**src/fspr_pkg.sv**
```systemverilog
/*
  Constants, types and decode helpers shared by the flash status and
  partition host controller. Assumes a 50 MHz core clock and a 16-bit
  asynchronous flash bus with a 20-bit word address.
*/
package fspr_pkg;

  ////////////////////////////////////////////////////////////////////////////
  // Timing.
  localparam int unsigned CLK_PERIOD_NS = 20;
  localparam int unsigned T_ACC_NS      = 60;
  localparam int unsigned T_WP_NS       = 50;
  localparam int unsigned SYNC_STAGES   = 2;
  localparam int unsigned ACC_CYC = (T_ACC_NS + CLK_PERIOD_NS - 1) / CLK_PERIOD_NS;
  localparam int unsigned WP_CYC  = (T_WP_NS + CLK_PERIOD_NS - 1) / CLK_PERIOD_NS;
  localparam logic [3:0] RD_CNT   = 4'(ACC_CYC + SYNC_STAGES);
  localparam logic [3:0] WR_CNT   = 4'(WP_CYC);

  ////////////////////////////////////////////////////////////////////////////
  // Flash bus widths and command codes.
  localparam int unsigned FA_W = 20;
  localparam int unsigned DQ_W = 16;
  localparam logic [7:0] CMD_READ_STATUS  = 8'h70;
  localparam logic [7:0] CMD_CLEAR_STATUS = 8'h50;
  localparam logic [7:0] CMD_BUF_PROGRAM  = 8'he8;
  localparam logic [7:0] CMD_PCR_SETUP    = 8'h60;
  localparam logic [7:0] CMD_PCR_CONFIRM  = 8'h04;

  ////////////////////////////////////////////////////////////////////////////
  // Device register fields.
  localparam int unsigned SR_READY_BIT  = 7;
  localparam int unsigned SR_ERASE_BIT  = 5;
  localparam int unsigned SR_PROG_BIT   = 4;
  localparam int unsigned SR_PIN_BIT    = 3;
  localparam int unsigned SR_LOCK_BIT   = 1;
  localparam int unsigned XSR_AVAIL_BIT = 7;
  localparam int unsigned PCR_FIELD_LSB = 8;
  localparam logic [15:0] SR_VALID_MASK  = 16'h00fe;
  localparam logic [15:0] SR_READY_MASK  = 16'h0080;
  localparam logic [15:0] XSR_VALID_MASK = 16'h0080;
  localparam logic [2:0]  PCR_RST_BOTTOM = 3'h1;
  localparam logic [2:0]  PCR_RST_TOP    = 3'h4;
  localparam logic [3:0]  BUF_RETRY_MAX  = 4'h8;

  ////////////////////////////////////////////////////////////////////////////
  // Controller register map (byte offsets) and fields.
  localparam logic [7:0] OFS_CTRL    = 8'h00;
  localparam logic [7:0] OFS_ADDR    = 8'h04;
  localparam logic [7:0] OFS_PCR_REQ = 8'h08;
  localparam logic [7:0] OFS_STAT    = 8'h0c;
  localparam logic [7:0] OFS_SR      = 8'h10;
  localparam logic [7:0] OFS_XSR     = 8'h14;
  localparam logic [7:0] OFS_PCR_CUR = 8'h18;
  localparam int unsigned CTRL_GO_BIT  = 0;
  localparam int unsigned CTRL_OP_LSB  = 1;
  localparam int unsigned STAT_CLR_BIT = 1;
  localparam logic [1:0] RESP_OKAY   = 2'h0;
  localparam logic [1:0] RESP_SLVERR = 2'h2;

  typedef enum logic [1:0] {OP_POLL, OP_BUF, OP_CLEAR, OP_PCR} fspr_op_e;

  // Partition index of each plane, packed {plane3, plane2, plane1, plane0}.
  function automatic logic [7:0] plane_map(input logic [2:0] field);
    case (field)
      3'h0:    plane_map = 8'h00;
      3'h1:    plane_map = 8'h54;
      3'h2:    plane_map = 8'h50;
      3'h3:    plane_map = 8'ha4;
      3'h4:    plane_map = 8'h40;
      3'h5:    plane_map = 8'h94;
      3'h6:    plane_map = 8'h90;
      default: plane_map = 8'he4;
    endcase
  endfunction

endpackage

```
**src/fspr_cyc_if.sv**
```systemverilog
/*
  Request and answer signals between the host sequencer and the flash bus
  cycle engine. Assumes both ends run on the same core clock.
*/
`timescale 1ns/100ps
`default_nettype none
interface fspr_cyc_if;
  logic        req;
  logic        we;
  logic [19:0] addr;
  logic [15:0] wdata;
  logic        done;
  logic [15:0] rdata;
  modport master (output req, we, addr, wdata, input done, rdata);
  modport engine (input req, we, addr, wdata, output done, rdata);
endinterface
`default_nettype wire

```
**src/fspr_host_top.sv**
```systemverilog
/*
  Host controller for the status and partition registers of a dual-work
  parallel flash: polls status, requests the page buffer and sets the
  plane grouping, under orders given over AXI4-Lite. Assumes the flash
  pins are asynchronous and the data pins are resolved by the bench.
*/
`timescale 1ns/100ps
`default_nettype none
module fspr_host_top #(
  parameter bit BOTTOM_PARAM = 1'b1  // Bottom-parameter flash when set.
) (
  input  wire logic        CORE_CLK,       // Core clock, 50 MHz.
  input  wire logic        SYS_RST,        // Synchronous reset, active high.
  input  wire logic [7:0]  S_AXI_AWADDR,   // Write address.
  input  wire logic        S_AXI_AWVALID,  // Write address valid.
  output logic             S_AXI_AWREADY,  // Write address ready.
  input  wire logic [31:0] S_AXI_WDATA,    // Write data.
  input  wire logic [3:0]  S_AXI_WSTRB,    // Write byte strobes.
  input  wire logic        S_AXI_WVALID,   // Write data valid.
  output logic             S_AXI_WREADY,   // Write data ready.
  output logic [1:0]       S_AXI_BRESP,    // Write response.
  output logic             S_AXI_BVALID,   // Write response valid.
  input  wire logic        S_AXI_BREADY,   // Write response ready.
  input  wire logic [7:0]  S_AXI_ARADDR,   // Read address.
  input  wire logic        S_AXI_ARVALID,  // Read address valid.
  output logic             S_AXI_ARREADY,  // Read address ready.
  output logic [31:0]      S_AXI_RDATA,    // Read data.
  output logic [1:0]       S_AXI_RRESP,    // Read response.
  output logic             S_AXI_RVALID,   // Read data valid.
  input  wire logic        S_AXI_RREADY,   // Read data ready.
  output logic [19:0]      FLASH_ADDR,     // Flash word address.
  output logic [15:0]      FLASH_DQ_O,     // Flash data out.
  input  wire logic [15:0] FLASH_DQ_I,     // Flash data in.
  output logic             FLASH_DQ_OE_N,  // Low while data pins are driven.
  output logic             FLASH_CE_N,     // Flash chip enable.
  output logic             FLASH_OE_N,     // Flash output enable.
  output logic             FLASH_WE_N,     // Flash write enable.
  input  wire logic        FLASH_RDY       // Ready/busy pin, high when ready.
);

  typedef enum {M_IDLE, M_ISSUE, M_WAIT, M_EVAL} fspr_seq_e;

  fspr_cyc_if cyc ();

  fspr_seq_e          st_q;
  fspr_pkg::fspr_op_e op_q;
  logic [1:0]  step_q;
  logic [3:0]  retry_q;
  logic        req_q;
  logic        busy_q;
  logic        done_q;
  logic        buf_ok_q;
  logic [15:0] sr_q;
  logic [15:0] xsr_q;
  logic [2:0]  pcr_cur_q;
  logic [19:0] addr_q;
  logic [2:0]  pcr_req_q;
  logic        rdy_s1_q;
  logic        rdy_s2_q;
  logic        bvalid_q;
  logic [1:0]  bresp_q;
  logic        rvalid_q;
  logic [1:0]  rresp_q;
  logic [31:0] rdata_q;

  ////////////////////////////////////////////////////////////////////////////
  // Bus slave decode.
  wire       wr_fire  = S_AXI_AWVALID & S_AXI_WVALID & ~bvalid_q;
  wire       rd_fire  = S_AXI_ARVALID & ~rvalid_q;
  wire [7:0] waddr    = S_AXI_AWADDR;
  wire       wr_ctrl  = wr_fire & (waddr == fspr_pkg::OFS_CTRL);
  wire       wr_addr  = wr_fire & (waddr == fspr_pkg::OFS_ADDR);
  wire       wr_pcr   = wr_fire & (waddr == fspr_pkg::OFS_PCR_REQ);
  wire       wr_stat  = wr_fire & (waddr == fspr_pkg::OFS_STAT);
  wire       wr_known = wr_ctrl | wr_addr | wr_pcr | wr_stat;
  wire       go       = wr_ctrl & S_AXI_WSTRB[0] & S_AXI_WDATA[fspr_pkg::CTRL_GO_BIT] & ~busy_q;
  wire       done_clr = (wr_stat & S_AXI_WSTRB[0] & S_AXI_WDATA[fspr_pkg::STAT_CLR_BIT]) | go;

  assign S_AXI_AWREADY = wr_fire;
  assign S_AXI_WREADY  = wr_fire;
  assign S_AXI_BVALID  = bvalid_q;
  assign S_AXI_BRESP   = bresp_q;
  assign S_AXI_ARREADY = rd_fire;
  assign S_AXI_RVALID  = rvalid_q;
  assign S_AXI_RRESP   = rresp_q;
  assign S_AXI_RDATA   = rdata_q;

  ////////////////////////////////////////////////////////////////////////////
  // Status views.
  wire        sr_ready  = sr_q[fspr_pkg::SR_READY_BIT];
  // Bits 6..1 only mean something once ready; the reserved bits never do.
  wire [15:0] sr_view   = sr_q & (sr_ready ? fspr_pkg::SR_VALID_MASK
                                           : fspr_pkg::SR_READY_MASK);
  // Both error bits together mark an improper command sequence.
  wire        improper  = sr_view[fspr_pkg::SR_ERASE_BIT] & sr_view[fspr_pkg::SR_PROG_BIT];
  wire        sr_fault  = improper | sr_view[fspr_pkg::SR_PIN_BIT] | sr_view[fspr_pkg::SR_LOCK_BIT];
  wire [15:0] xsr_view  = xsr_q & fspr_pkg::XSR_VALID_MASK;
  wire [7:0]  pmap      = fspr_pkg::plane_map(pcr_cur_q);
  wire [2:0]  part_cnt  = {1'b0, pmap[7:6]} + 3'h1;
  wire [2:0]  pcr_reset = BOTTOM_PARAM ? fspr_pkg::PCR_RST_BOTTOM : fspr_pkg::PCR_RST_TOP;

  wire [31:0] stat_word = {26'h0, buf_ok_q, sr_fault, improper, rdy_s2_q, done_q, busy_q};
  wire [31:0] pcr_word  = {17'h0, part_cnt, 1'b0, pcr_cur_q, pmap};

  wire [7:0]  raddr     = S_AXI_ARADDR;
  wire        rd_known  = (raddr <= fspr_pkg::OFS_PCR_CUR) & (raddr[1:0] == 2'h0);
  wire [31:0] rd_mux    = (raddr == fspr_pkg::OFS_CTRL)    ? {29'h0, op_q, busy_q} :
                          (raddr == fspr_pkg::OFS_ADDR)    ? {12'h0, addr_q} :
                          (raddr == fspr_pkg::OFS_PCR_REQ) ? {21'h0, pcr_req_q, 8'h00} :
                          (raddr == fspr_pkg::OFS_STAT)    ? stat_word :
                          (raddr == fspr_pkg::OFS_SR)      ? {16'h0, sr_view} :
                          (raddr == fspr_pkg::OFS_XSR)     ? {16'h0, xsr_view} :
                          (raddr == fspr_pkg::OFS_PCR_CUR) ? pcr_word : 32'h0;

  ////////////////////////////////////////////////////////////////////////////
  // Cycle table: what the sequencer puts on the flash bus at each step.
  wire rd_step = ((op_q == fspr_pkg::OP_POLL) & (step_q == 2'h1)) |
                 ((op_q == fspr_pkg::OP_BUF)  & (step_q == 2'h1)) |
                 ((op_q == fspr_pkg::OP_PCR)  & (step_q == 2'h2));
  wire [7:0] cmd = (op_q == fspr_pkg::OP_POLL)  ? fspr_pkg::CMD_READ_STATUS :
                   (op_q == fspr_pkg::OP_BUF)   ? fspr_pkg::CMD_BUF_PROGRAM :
                   (op_q == fspr_pkg::OP_CLEAR) ? fspr_pkg::CMD_CLEAR_STATUS :
                   (step_q == 2'h0)             ? fspr_pkg::CMD_PCR_SETUP :
                                                  fspr_pkg::CMD_PCR_CONFIRM;
  // The confirm cycle carries the new field on the address lines.
  wire pcr_conf = (op_q == fspr_pkg::OP_PCR) & (step_q == 2'h1);
  wire [19:0] pcr_addr = {addr_q[19:11], pcr_req_q, addr_q[7:0]};

  assign cyc.req   = req_q;
  assign cyc.we    = ~rd_step;
  assign cyc.addr  = pcr_conf ? pcr_addr : addr_q;
  assign cyc.wdata = {8'h00, cmd};

  wire [15:0] rd_val   = cyc.rdata;
  wire        rd_ready = rd_val[fspr_pkg::SR_READY_BIT];
  wire        rd_avail = rd_val[fspr_pkg::XSR_AVAIL_BIT];

  ////////////////////////////////////////////////////////////////////////////
  // Bus slave registers.
  always_ff @(posedge CORE_CLK) begin
    if (SYS_RST) begin
      bvalid_q  <= 1'b0;
      bresp_q   <= fspr_pkg::RESP_OKAY;
      rvalid_q  <= 1'b0;
      rresp_q   <= fspr_pkg::RESP_OKAY;
      rdata_q   <= 32'h0;
      addr_q    <= 20'h00000;
      pcr_req_q <= 3'h0;
    end else begin
      if (wr_fire) begin
        bvalid_q <= 1'b1;
        bresp_q  <= wr_known ? fspr_pkg::RESP_OKAY : fspr_pkg::RESP_SLVERR;
      end else if (S_AXI_BREADY) begin
        bvalid_q <= 1'b0;
      end
      if (rd_fire) begin
        rvalid_q <= 1'b1;
        rresp_q  <= rd_known ? fspr_pkg::RESP_OKAY : fspr_pkg::RESP_SLVERR;
        rdata_q  <= rd_mux;
      end else if (S_AXI_RREADY) begin
        rvalid_q <= 1'b0;
      end
      if (wr_addr & ~busy_q) begin
        addr_q <= {S_AXI_WSTRB[2] ? S_AXI_WDATA[19:16] : addr_q[19:16],
                   S_AXI_WSTRB[1] ? S_AXI_WDATA[15:8]  : addr_q[15:8],
                   S_AXI_WSTRB[0] ? S_AXI_WDATA[7:0]   : addr_q[7:0]};
      end
      if (wr_pcr & ~busy_q & S_AXI_WSTRB[1]) begin
        pcr_req_q <= S_AXI_WDATA[10:8];
      end
    end
  end

  ////////////////////////////////////////////////////////////////////////////
  // Ready pin synchroniser; only the second stage is read.
  always_ff @(posedge CORE_CLK) begin
    if (SYS_RST) begin
      rdy_s1_q <= 1'b0;
      rdy_s2_q <= 1'b0;
    end else begin
      rdy_s1_q <= FLASH_RDY;
      rdy_s2_q <= rdy_s1_q;
    end
  end

  ////////////////////////////////////////////////////////////////////////////
  // Sequencer. Polling has no bound of its own: a flash that never comes
  // ready keeps the controller busy until reset.
  always_ff @(posedge CORE_CLK) begin
    if (SYS_RST) begin
      st_q      <= M_IDLE;
      op_q      <= fspr_pkg::OP_POLL;
      step_q    <= 2'h0;
      retry_q   <= 4'h0;
      req_q     <= 1'b0;
      busy_q    <= 1'b0;
      done_q    <= 1'b0;
      buf_ok_q  <= 1'b0;
      sr_q      <= 16'h0000;
      xsr_q     <= 16'h0000;
      pcr_cur_q <= 3'h0;
    end else begin
      req_q <= 1'b0;
      if (done_clr) begin
        done_q <= 1'b0;
      end
      if (st_q == M_IDLE && !busy_q && !done_q && pcr_cur_q == 3'h0 && sr_q == 16'h0000) begin
        pcr_cur_q <= pcr_reset;
      end
      case (st_q)
        M_IDLE: begin
          if (go) begin
            st_q    <= M_ISSUE;
            op_q    <= fspr_pkg::fspr_op_e'(S_AXI_WDATA[fspr_pkg::CTRL_OP_LSB +: 2]);
            step_q  <= 2'h0;
            retry_q <= 4'h0;
            busy_q  <= 1'b1;
          end
        end
        M_ISSUE: begin
          req_q <= 1'b1;
          st_q  <= M_WAIT;
        end
        M_WAIT: begin
          if (cyc.done) begin
            st_q <= M_EVAL;
          end
        end
        M_EVAL: begin
          st_q <= M_ISSUE;
          if (rd_step && op_q == fspr_pkg::OP_BUF) begin
            xsr_q   <= rd_val;
            retry_q <= retry_q + 4'h1;
            if (rd_avail || retry_q == fspr_pkg::BUF_RETRY_MAX - 4'h1) begin
              buf_ok_q <= rd_avail;
              st_q     <= M_IDLE;
            end else begin
              step_q <= 2'h0;
            end
          end else if (rd_step) begin
            sr_q <= rd_val;
            if (rd_ready) begin
              st_q <= M_IDLE;
              // The field is taken only on a clean completion.
              if (op_q == fspr_pkg::OP_PCR && (rd_val & fspr_pkg::SR_VALID_MASK) ==
                  fspr_pkg::SR_READY_MASK) begin
                pcr_cur_q <= pcr_req_q;
              end
            end
          end else if (op_q == fspr_pkg::OP_CLEAR) begin
            st_q <= M_IDLE;
          end else begin
            step_q <= step_q + 2'h1;
          end
          if (st_q == M_EVAL && (op_q == fspr_pkg::OP_CLEAR ||
              (rd_step && (rd_ready || op_q == fspr_pkg::OP_BUF) &&
               (op_q != fspr_pkg::OP_BUF || rd_avail ||
                retry_q == fspr_pkg::BUF_RETRY_MAX - 4'h1)))) begin
            busy_q <= 1'b0;
            done_q <= 1'b1;
          end
        end
        default: st_q <= M_IDLE;
      endcase
    end
  end

  fspr_flash_cycle u_cycle (
    .clk     (CORE_CLK),
    .rst     (SYS_RST),
    .cyc     (cyc.engine),
    .fa      (FLASH_ADDR),
    .dq_o    (FLASH_DQ_O),
    .dq_i    (FLASH_DQ_I),
    .dq_oe_n (FLASH_DQ_OE_N),
    .ce_n    (FLASH_CE_N),
    .oe_n    (FLASH_OE_N),
    .we_n    (FLASH_WE_N)
  );

endmodule
`default_nettype wire

```
**src/fspr_flash_cycle.sv**
```systemverilog
/*
  Flash bus cycle engine: runs one asynchronous read or write cycle per
  request pulse. Assumes requests come only while it is idle.
*/
`timescale 1ns/100ps
`default_nettype none
module fspr_flash_cycle (
  input  wire logic        clk,      // Core clock.
  input  wire logic        rst,      // Synchronous reset, active high.
  fspr_cyc_if.engine       cyc,      // Cycle requests from the sequencer.
  output logic [19:0]      fa,       // Flash word address.
  output logic [15:0]      dq_o,     // Data driven to the flash.
  input  wire logic [15:0] dq_i,     // Data pins as seen from the flash.
  output logic             dq_oe_n,  // Low while the data pins are driven.
  output logic             ce_n,     // Chip enable.
  output logic             oe_n,     // Output enable.
  output logic             we_n      // Write enable.
);

  typedef enum {E_IDLE, E_ACT, E_REC} fspr_eng_e;

  fspr_eng_e   st_q;
  logic [3:0]  cnt_q;
  logic        we_q;
  logic [15:0] dq_s1_q;
  logic [15:0] dq_s2_q;
  logic        done_q;
  logic [15:0] rdata_q;

  assign cyc.done  = done_q;
  assign cyc.rdata = rdata_q;

  ////////////////////////////////////////////////////////////////////////////
  // The read count includes the two synchroniser stages, so the sample
  // taken at the end reflects the pins as they stood one access time after the cycle began.
  always_ff @(posedge clk) begin
    dq_s1_q <= dq_i;
    dq_s2_q <= dq_s1_q;
  end

  always_ff @(posedge clk) begin
    if (rst) begin
      st_q    <= E_IDLE;
      cnt_q   <= 4'h0;
      we_q    <= 1'b0;
      fa      <= 20'h00000;
      dq_o    <= 16'h0000;
      dq_oe_n <= 1'b1;
      ce_n    <= 1'b1;
      oe_n    <= 1'b1;
      we_n    <= 1'b1;
      done_q  <= 1'b0;
      rdata_q <= 16'h0000;
    end else begin
      done_q <= 1'b0;
      case (st_q)
        E_IDLE: begin
          if (cyc.req) begin
            st_q    <= E_ACT;
            we_q    <= cyc.we;
            fa      <= cyc.addr;
            dq_o    <= cyc.wdata;
            dq_oe_n <= ~cyc.we;
            ce_n    <= 1'b0;
            we_n    <= ~cyc.we;
            oe_n    <= cyc.we;
            cnt_q   <= cyc.we ? fspr_pkg::WR_CNT : fspr_pkg::RD_CNT;
          end
        end
        E_ACT: begin
          cnt_q <= cnt_q - 4'h1;
          if (cnt_q == 4'h1) begin
            st_q <= E_REC;
            ce_n <= 1'b1;
            oe_n <= 1'b1;
            we_n <= 1'b1;
            if (!we_q) begin
              rdata_q <= dq_s2_q;
            end
          end
        end
        E_REC: begin
          // Write data is held one cycle past the rising write enable.
          st_q    <= E_IDLE;
          dq_oe_n <= 1'b1;
          done_q  <= 1'b1;
        end
        default: st_q <= E_IDLE;
      endcase
    end
  end

endmodule
`default_nettype wire

```
**config.mk**
```make
export PLATFORM = sky130hd
export DESIGN_NAME = fspr_host_top
export DESIGN_NICKNAME = d
export VERILOG_FILES = /design/src/fspr_pkg.sv /design/src/fspr_cyc_if.sv /design/src/fspr_host_top.sv /design/src/fspr_flash_cycle.sv
export SDC_FILE = /design/constraint.sdc
export NUM_CORES = 1
export LEC_CHECK = 0
export ABC_AREA = 1
export BUFFER_PORTS_ARGS = -buffer_cell sky130_fd_sc_hd__buf_2
export CAP_MARGIN = 20
export CELL_PAD_IN_SITES_DETAIL_PLACEMENT = 0
export CELL_PAD_IN_SITES_GLOBAL_PLACEMENT = 1
export CORE_MARGIN = 1
export CORE_UTILIZATION = 43
export CTS_BUF_LIST = sky130_fd_sc_hd__clkbuf_8
export DETAILED_ROUTE_END_ITERATION = 16
export GPL_TIMING_DRIVEN = 1
export PLACE_DENSITY = 0.9
export SLEW_MARGIN = 10
export SYNTH_ARGS = -nofsm -noshare
export SYNTH_HDL_FRONTEND = slang
export SYNTH_SLANG_ARGS = --single-unit
export TNS_END_PERCENT = 20
```
**constraint.sdc**
```tcl
create_clock -name CORE_CLK -period 2.97 [get_ports CORE_CLK]
set_clock_uncertainty 0.05 [all_clocks]
set_input_delay 0.297 -clock CORE_CLK [delete_from_list [all_inputs] [get_ports CORE_CLK]]
set_output_delay 0.297 -clock CORE_CLK [all_outputs]
set_load 0.02 [all_outputs]
```
==> flow_summary_export.csv <==
group,metric,value,unit
power_and_ir_drop,power.switching,1.65,mW
floorplan,pin_count,157,
logic_synthesis,synthTopCellsByArea,"dfxtp_1 50%, a21oi_1 8.2%, o21ai_0 6.7%, nand2_1 6.2%, nor2_1 5.2%",
routing,vias,5695,
logic_synthesis,synth_area,0.00674,sq mm
worst_setup_path,rr_worst_depth,8,
worst_setup_path,critPathLaunchType,"flop",
routing,drt_pass1_iterations,4,
global_routing,grt_pass1_vias,5165,
timing,period_needed,1960,ps
logic_synthesis,ys_ff_latch,168,
final_layout,antennaDiodeCount,0,
power_and_ir_drop,leakage,3.45,nW
routing,drc,0,
worst_setup_path,rrSetupSlack,1010,ps
worst_setup_path,startpoint,"st_q[0]$_SDFFE_PP0P_",
clocking,cts_sinks,168,
floorplan,fp.dieH,127,microns
power_and_ir_drop,p_int,3.40,mW
logic_synthesis,synth_edf_count,0,
worst_setup_path,reg2reg_to,"pcr_cur_q[1]$_SDFF_PP0_",
clocking,post_cts_resized,0,
timing,timing.hold.ws,29.0,ps
timing,finalHoldViolations,0,
clocking,cts_tree,"yes",
logic_synthesis,synth_cells,851,
logic_synthesis,async_reset_ff_share,0,%
logic_synthesis,synth-main-ff-cell,"dfxtp_1",
logic_synthesis,yosysTopAreaCellShare,49.9,%
clocking,clk_pin_slew,90,ps
logic_synthesis,synth.distinct_cells,41,
timing,slew_viol_final,0,
logic_synthesis,synth_top_cell_by_area,"dfxtp_1",
timing,rsz0062_at_grt,"false",
clocking,clk_path_buf_depth,2,
worst_setup_path,path_max_fanout,32,
worst_hold_path,holdPathEnd,"rdy_s1_q$_SDFF_PP0_",
clocking,cts_inserted_buffers,17,
logic_synthesis,ys_warn_count,0,
timing,max_freq,509,MHz
floorplan,fp.dieArea,0.0162,sq mm
final_layout,seq_area,0.00336,sq mm
worst_hold_path,min_path_type,"in2reg",
power_and_ir_drop,switching_share,32.7,%
logic_synthesis,synth_area_per_cell,7.92,sq um
worst_setup_path,critPathKind,"reg2reg",
final_layout,final_cells,1199,
power_and_ir_drop,ir_drop,349,uV
place,globalplace.congestion,0.901,
worst_setup_path,crit_required,3270,ps
final_layout,fillers,1496,
job,drv_cap,0,
clocking,clock_tree.root_cell,"clkbuf_8",
worst_setup_path,crit_arrival,2260,ps
final_layout,drive_gt1_share,20.4,%
floorplan,die_w,127,microns
final_layout,multi_input_area,0.00273,sq mm
place,dp_hpwl,10800,microns
final_layout,final_cell_mix,"168 x dfxtp_1, 119 x buf_2, 112 x nand2_1",
routing,first_iter_violations,389,
routing,wl_per_cell,12.4,microns
worst_hold_path,worstHoldStart,"FLASH_RDY",
clocking,clock_latency,450,ps
final_layout,syn_to_final_growth,17.7,%
timing,tns,0,ps
place,placed_cells,1152,
place,io_buffers,119,
final_layout,utilization,51.9,%
global_routing,grt-ovfl-total,0,
floorplan,core_area,0.0153,sq mm
worst_setup_path,r2r-start,"st_q[0]$_SDFFE_PP0P_",
global_routing,grt_max_degree,48,
floorplan,initial_core_util,44.1,%
routing,viasPerCell,4.75,
timing,finalCritPeriodShare,66.1,%
final_layout,layout_commonest_cell,"dfxtp_1",
run_status,status,"finished, final reports clean",
clocking,htreeDepth,4,
timing,slew_headroom,56.2,%
final_layout,nNetsFinal,1063,
timing,setup_viol,0,
global_routing,antenna_found_initial,0,
power_and_ir_drop,pwr_density_cell,636,mW/mm^2
logic_synthesis,synth-seq-area-share,49.9,%
global_routing,track_usage,19.3,%
routing,drt_wl_total,14900,microns
routing,antenna_left,0,
floorplan,row_count,45,
worst_setup_path,endpoint_kind,"flop",
worst_hold_path,min_path_cells,3,
global_routing,grt_pass1_wl,24600,microns
power_and_ir_drop,pwr-share-comb,20.6,%
power_and_ir_drop,seq_power_share,49.6,%
power_and_ir_drop,pwr-share-clk,29.8,%
timing,worst_slew_pin_slew,656,ps
==> kinds of logic after synthesis <==
logic type               after synthesis  share of synthesized area (%)
AND/OR/NAND/NOR                      281                           19.4
AO/OA/AOI/OAI                        225                           17.6
XOR/XNOR                               2                          0.260
buffers and inverters                163                           10.8
other                                  1                         0.0557
adder cells (fa/ha/maj)               11                           2.04
flip-flops                           168                           49.9
==> per-layer routing <==
metal,GRT usage [%],wire [microns],up-vias
met1,25.0,7070,2581
met4,8.12,320,0
li1,-,-,2958
met3,3.81,633,24
met5,0,0,-
met2,31.3,6890,132
==> critical path, cell delays in order (launching register included) <==
cell and delay [ps]:
dfxtp_1 380, ha_1 340, inv_1 150, nor2_1 200, nand2_4 220, inv_2 150, nand2_1 130, o21ai_0 190
a21oi_1 50
==> state kept, by name, indices dropped and copies added (netlist names), 2 cells and up <==
signal	flops
retry_q	4
pcr_req_q	3
addr_q	20
u_cycle.dq_o	5
u_cycle.cnt_q	4
S_AXI_RDATA	20
u_cycle.cyc.rdata	16
op_q	2
u_cycle.fa	20
u_cycle.dq_s2_q	16
u_cycle.st_q	2
sr_q	16
u_cycle.dq_s1_q	16
step_q	2
pcr_cur_q	3
st_q	2
==> through the flow <==
| stage | power [mW] | cell area [sq um] | setup WS [ps] |
|---|---|---|---|
| after floorplan | 3.32 | 6820 | 1370 |
| after global placement | 3.56 | 7400 | 1030 |
| after detailed placement | 3.57 | 7400 | 1020 |
| after CTS | 5.08 | 7930 | 1000 |
| after global routing | 5.32 | 7930 | 790 |
| final | 5.04 | 7930 | 1010 |
==> worst max-delay path by stage <==
stage                     slack, ps  cells past startpoint                 endpoint
after global placement         1030                      8  pcr_cur_q[0]$_SDFF_PP0_
after detailed placement       1020                      8  pcr_cur_q[1]$_SDFF_PP0_
after floorplan                1370                      8  addr_q[16]$_SDFFE_PP0P_
final                          1010                      8  pcr_cur_q[1]$_SDFF_PP0_
after global routing            790                      8  pcr_cur_q[1]$_SDFF_PP0_
after CTS                      1000                      8  pcr_cur_q[1]$_SDFF_PP0_
==> final cells by class <==
type / count / share of cell area (%)
clock buffer: 18 / 3.13
clock inverter: 13 / 1.45
inverter: 106 / 5.02
multi-input combinational: 543 / 34.5
sequential: 168 / 42.4
tap: 211 / 3.33
timing repair buffer: 140 / 10.2
==> synthesized netlist by cell type, types with 2 or more instances <==
| cell | n |
|---|---|
| nand3_1 | 28 |
| o22ai_1 | 2 |
| inv_1 | 90 |
| nand4_1 | 7 |
| nor3_4 | 2 |
| or2_2 | 3 |
| o211ai_1 | 6 |
| buf_2 | 8 |
| buf_1 | 3 |
| nor3_1 | 5 |
| clkbuf_1 | 19 |
| nor2_1 | 94 |
| o21ai_0 | 90 |
| a211oi_2 | 2 |
| nand3_2 | 3 |
| dfxtp_1 | 168 |
| a21oi_1 | 110 |
| buf_4 | 26 |
| nor4_1 | 3 |
| nand2_2 | 2 |
| nand2_1 | 112 |
| o21ai_1 | 7 |
| inv_2 | 16 |
| nor2_4 | 6 |
| nand2_4 | 4 |
| nor2_2 | 6 |
| a31oi_1 | 5 |
| ha_1 | 11 |
==> power by group through the flow <==
stage	registers (mW)	clock network (mW)	logic (mW)
global placement	2.55	0	1.01
global route	2.52	1.61	1.18
floorplan	2.62	0	0.704
detailed placement	2.55	0	1.02
finish	2.50	1.50	1.04
CTS	2.50	1.53	1.04
==> what timing repair did <==
| action | CTS | global route |
|---|---|---|
| endpoints found under the hold margin | 16 | 0 |
| hold buffers | 16 | 0 |
| buffers inserted | 0 | 0 |
| endpoints found under the setup margin | 0 | 0 |
(Power assumes the default switching activity.)
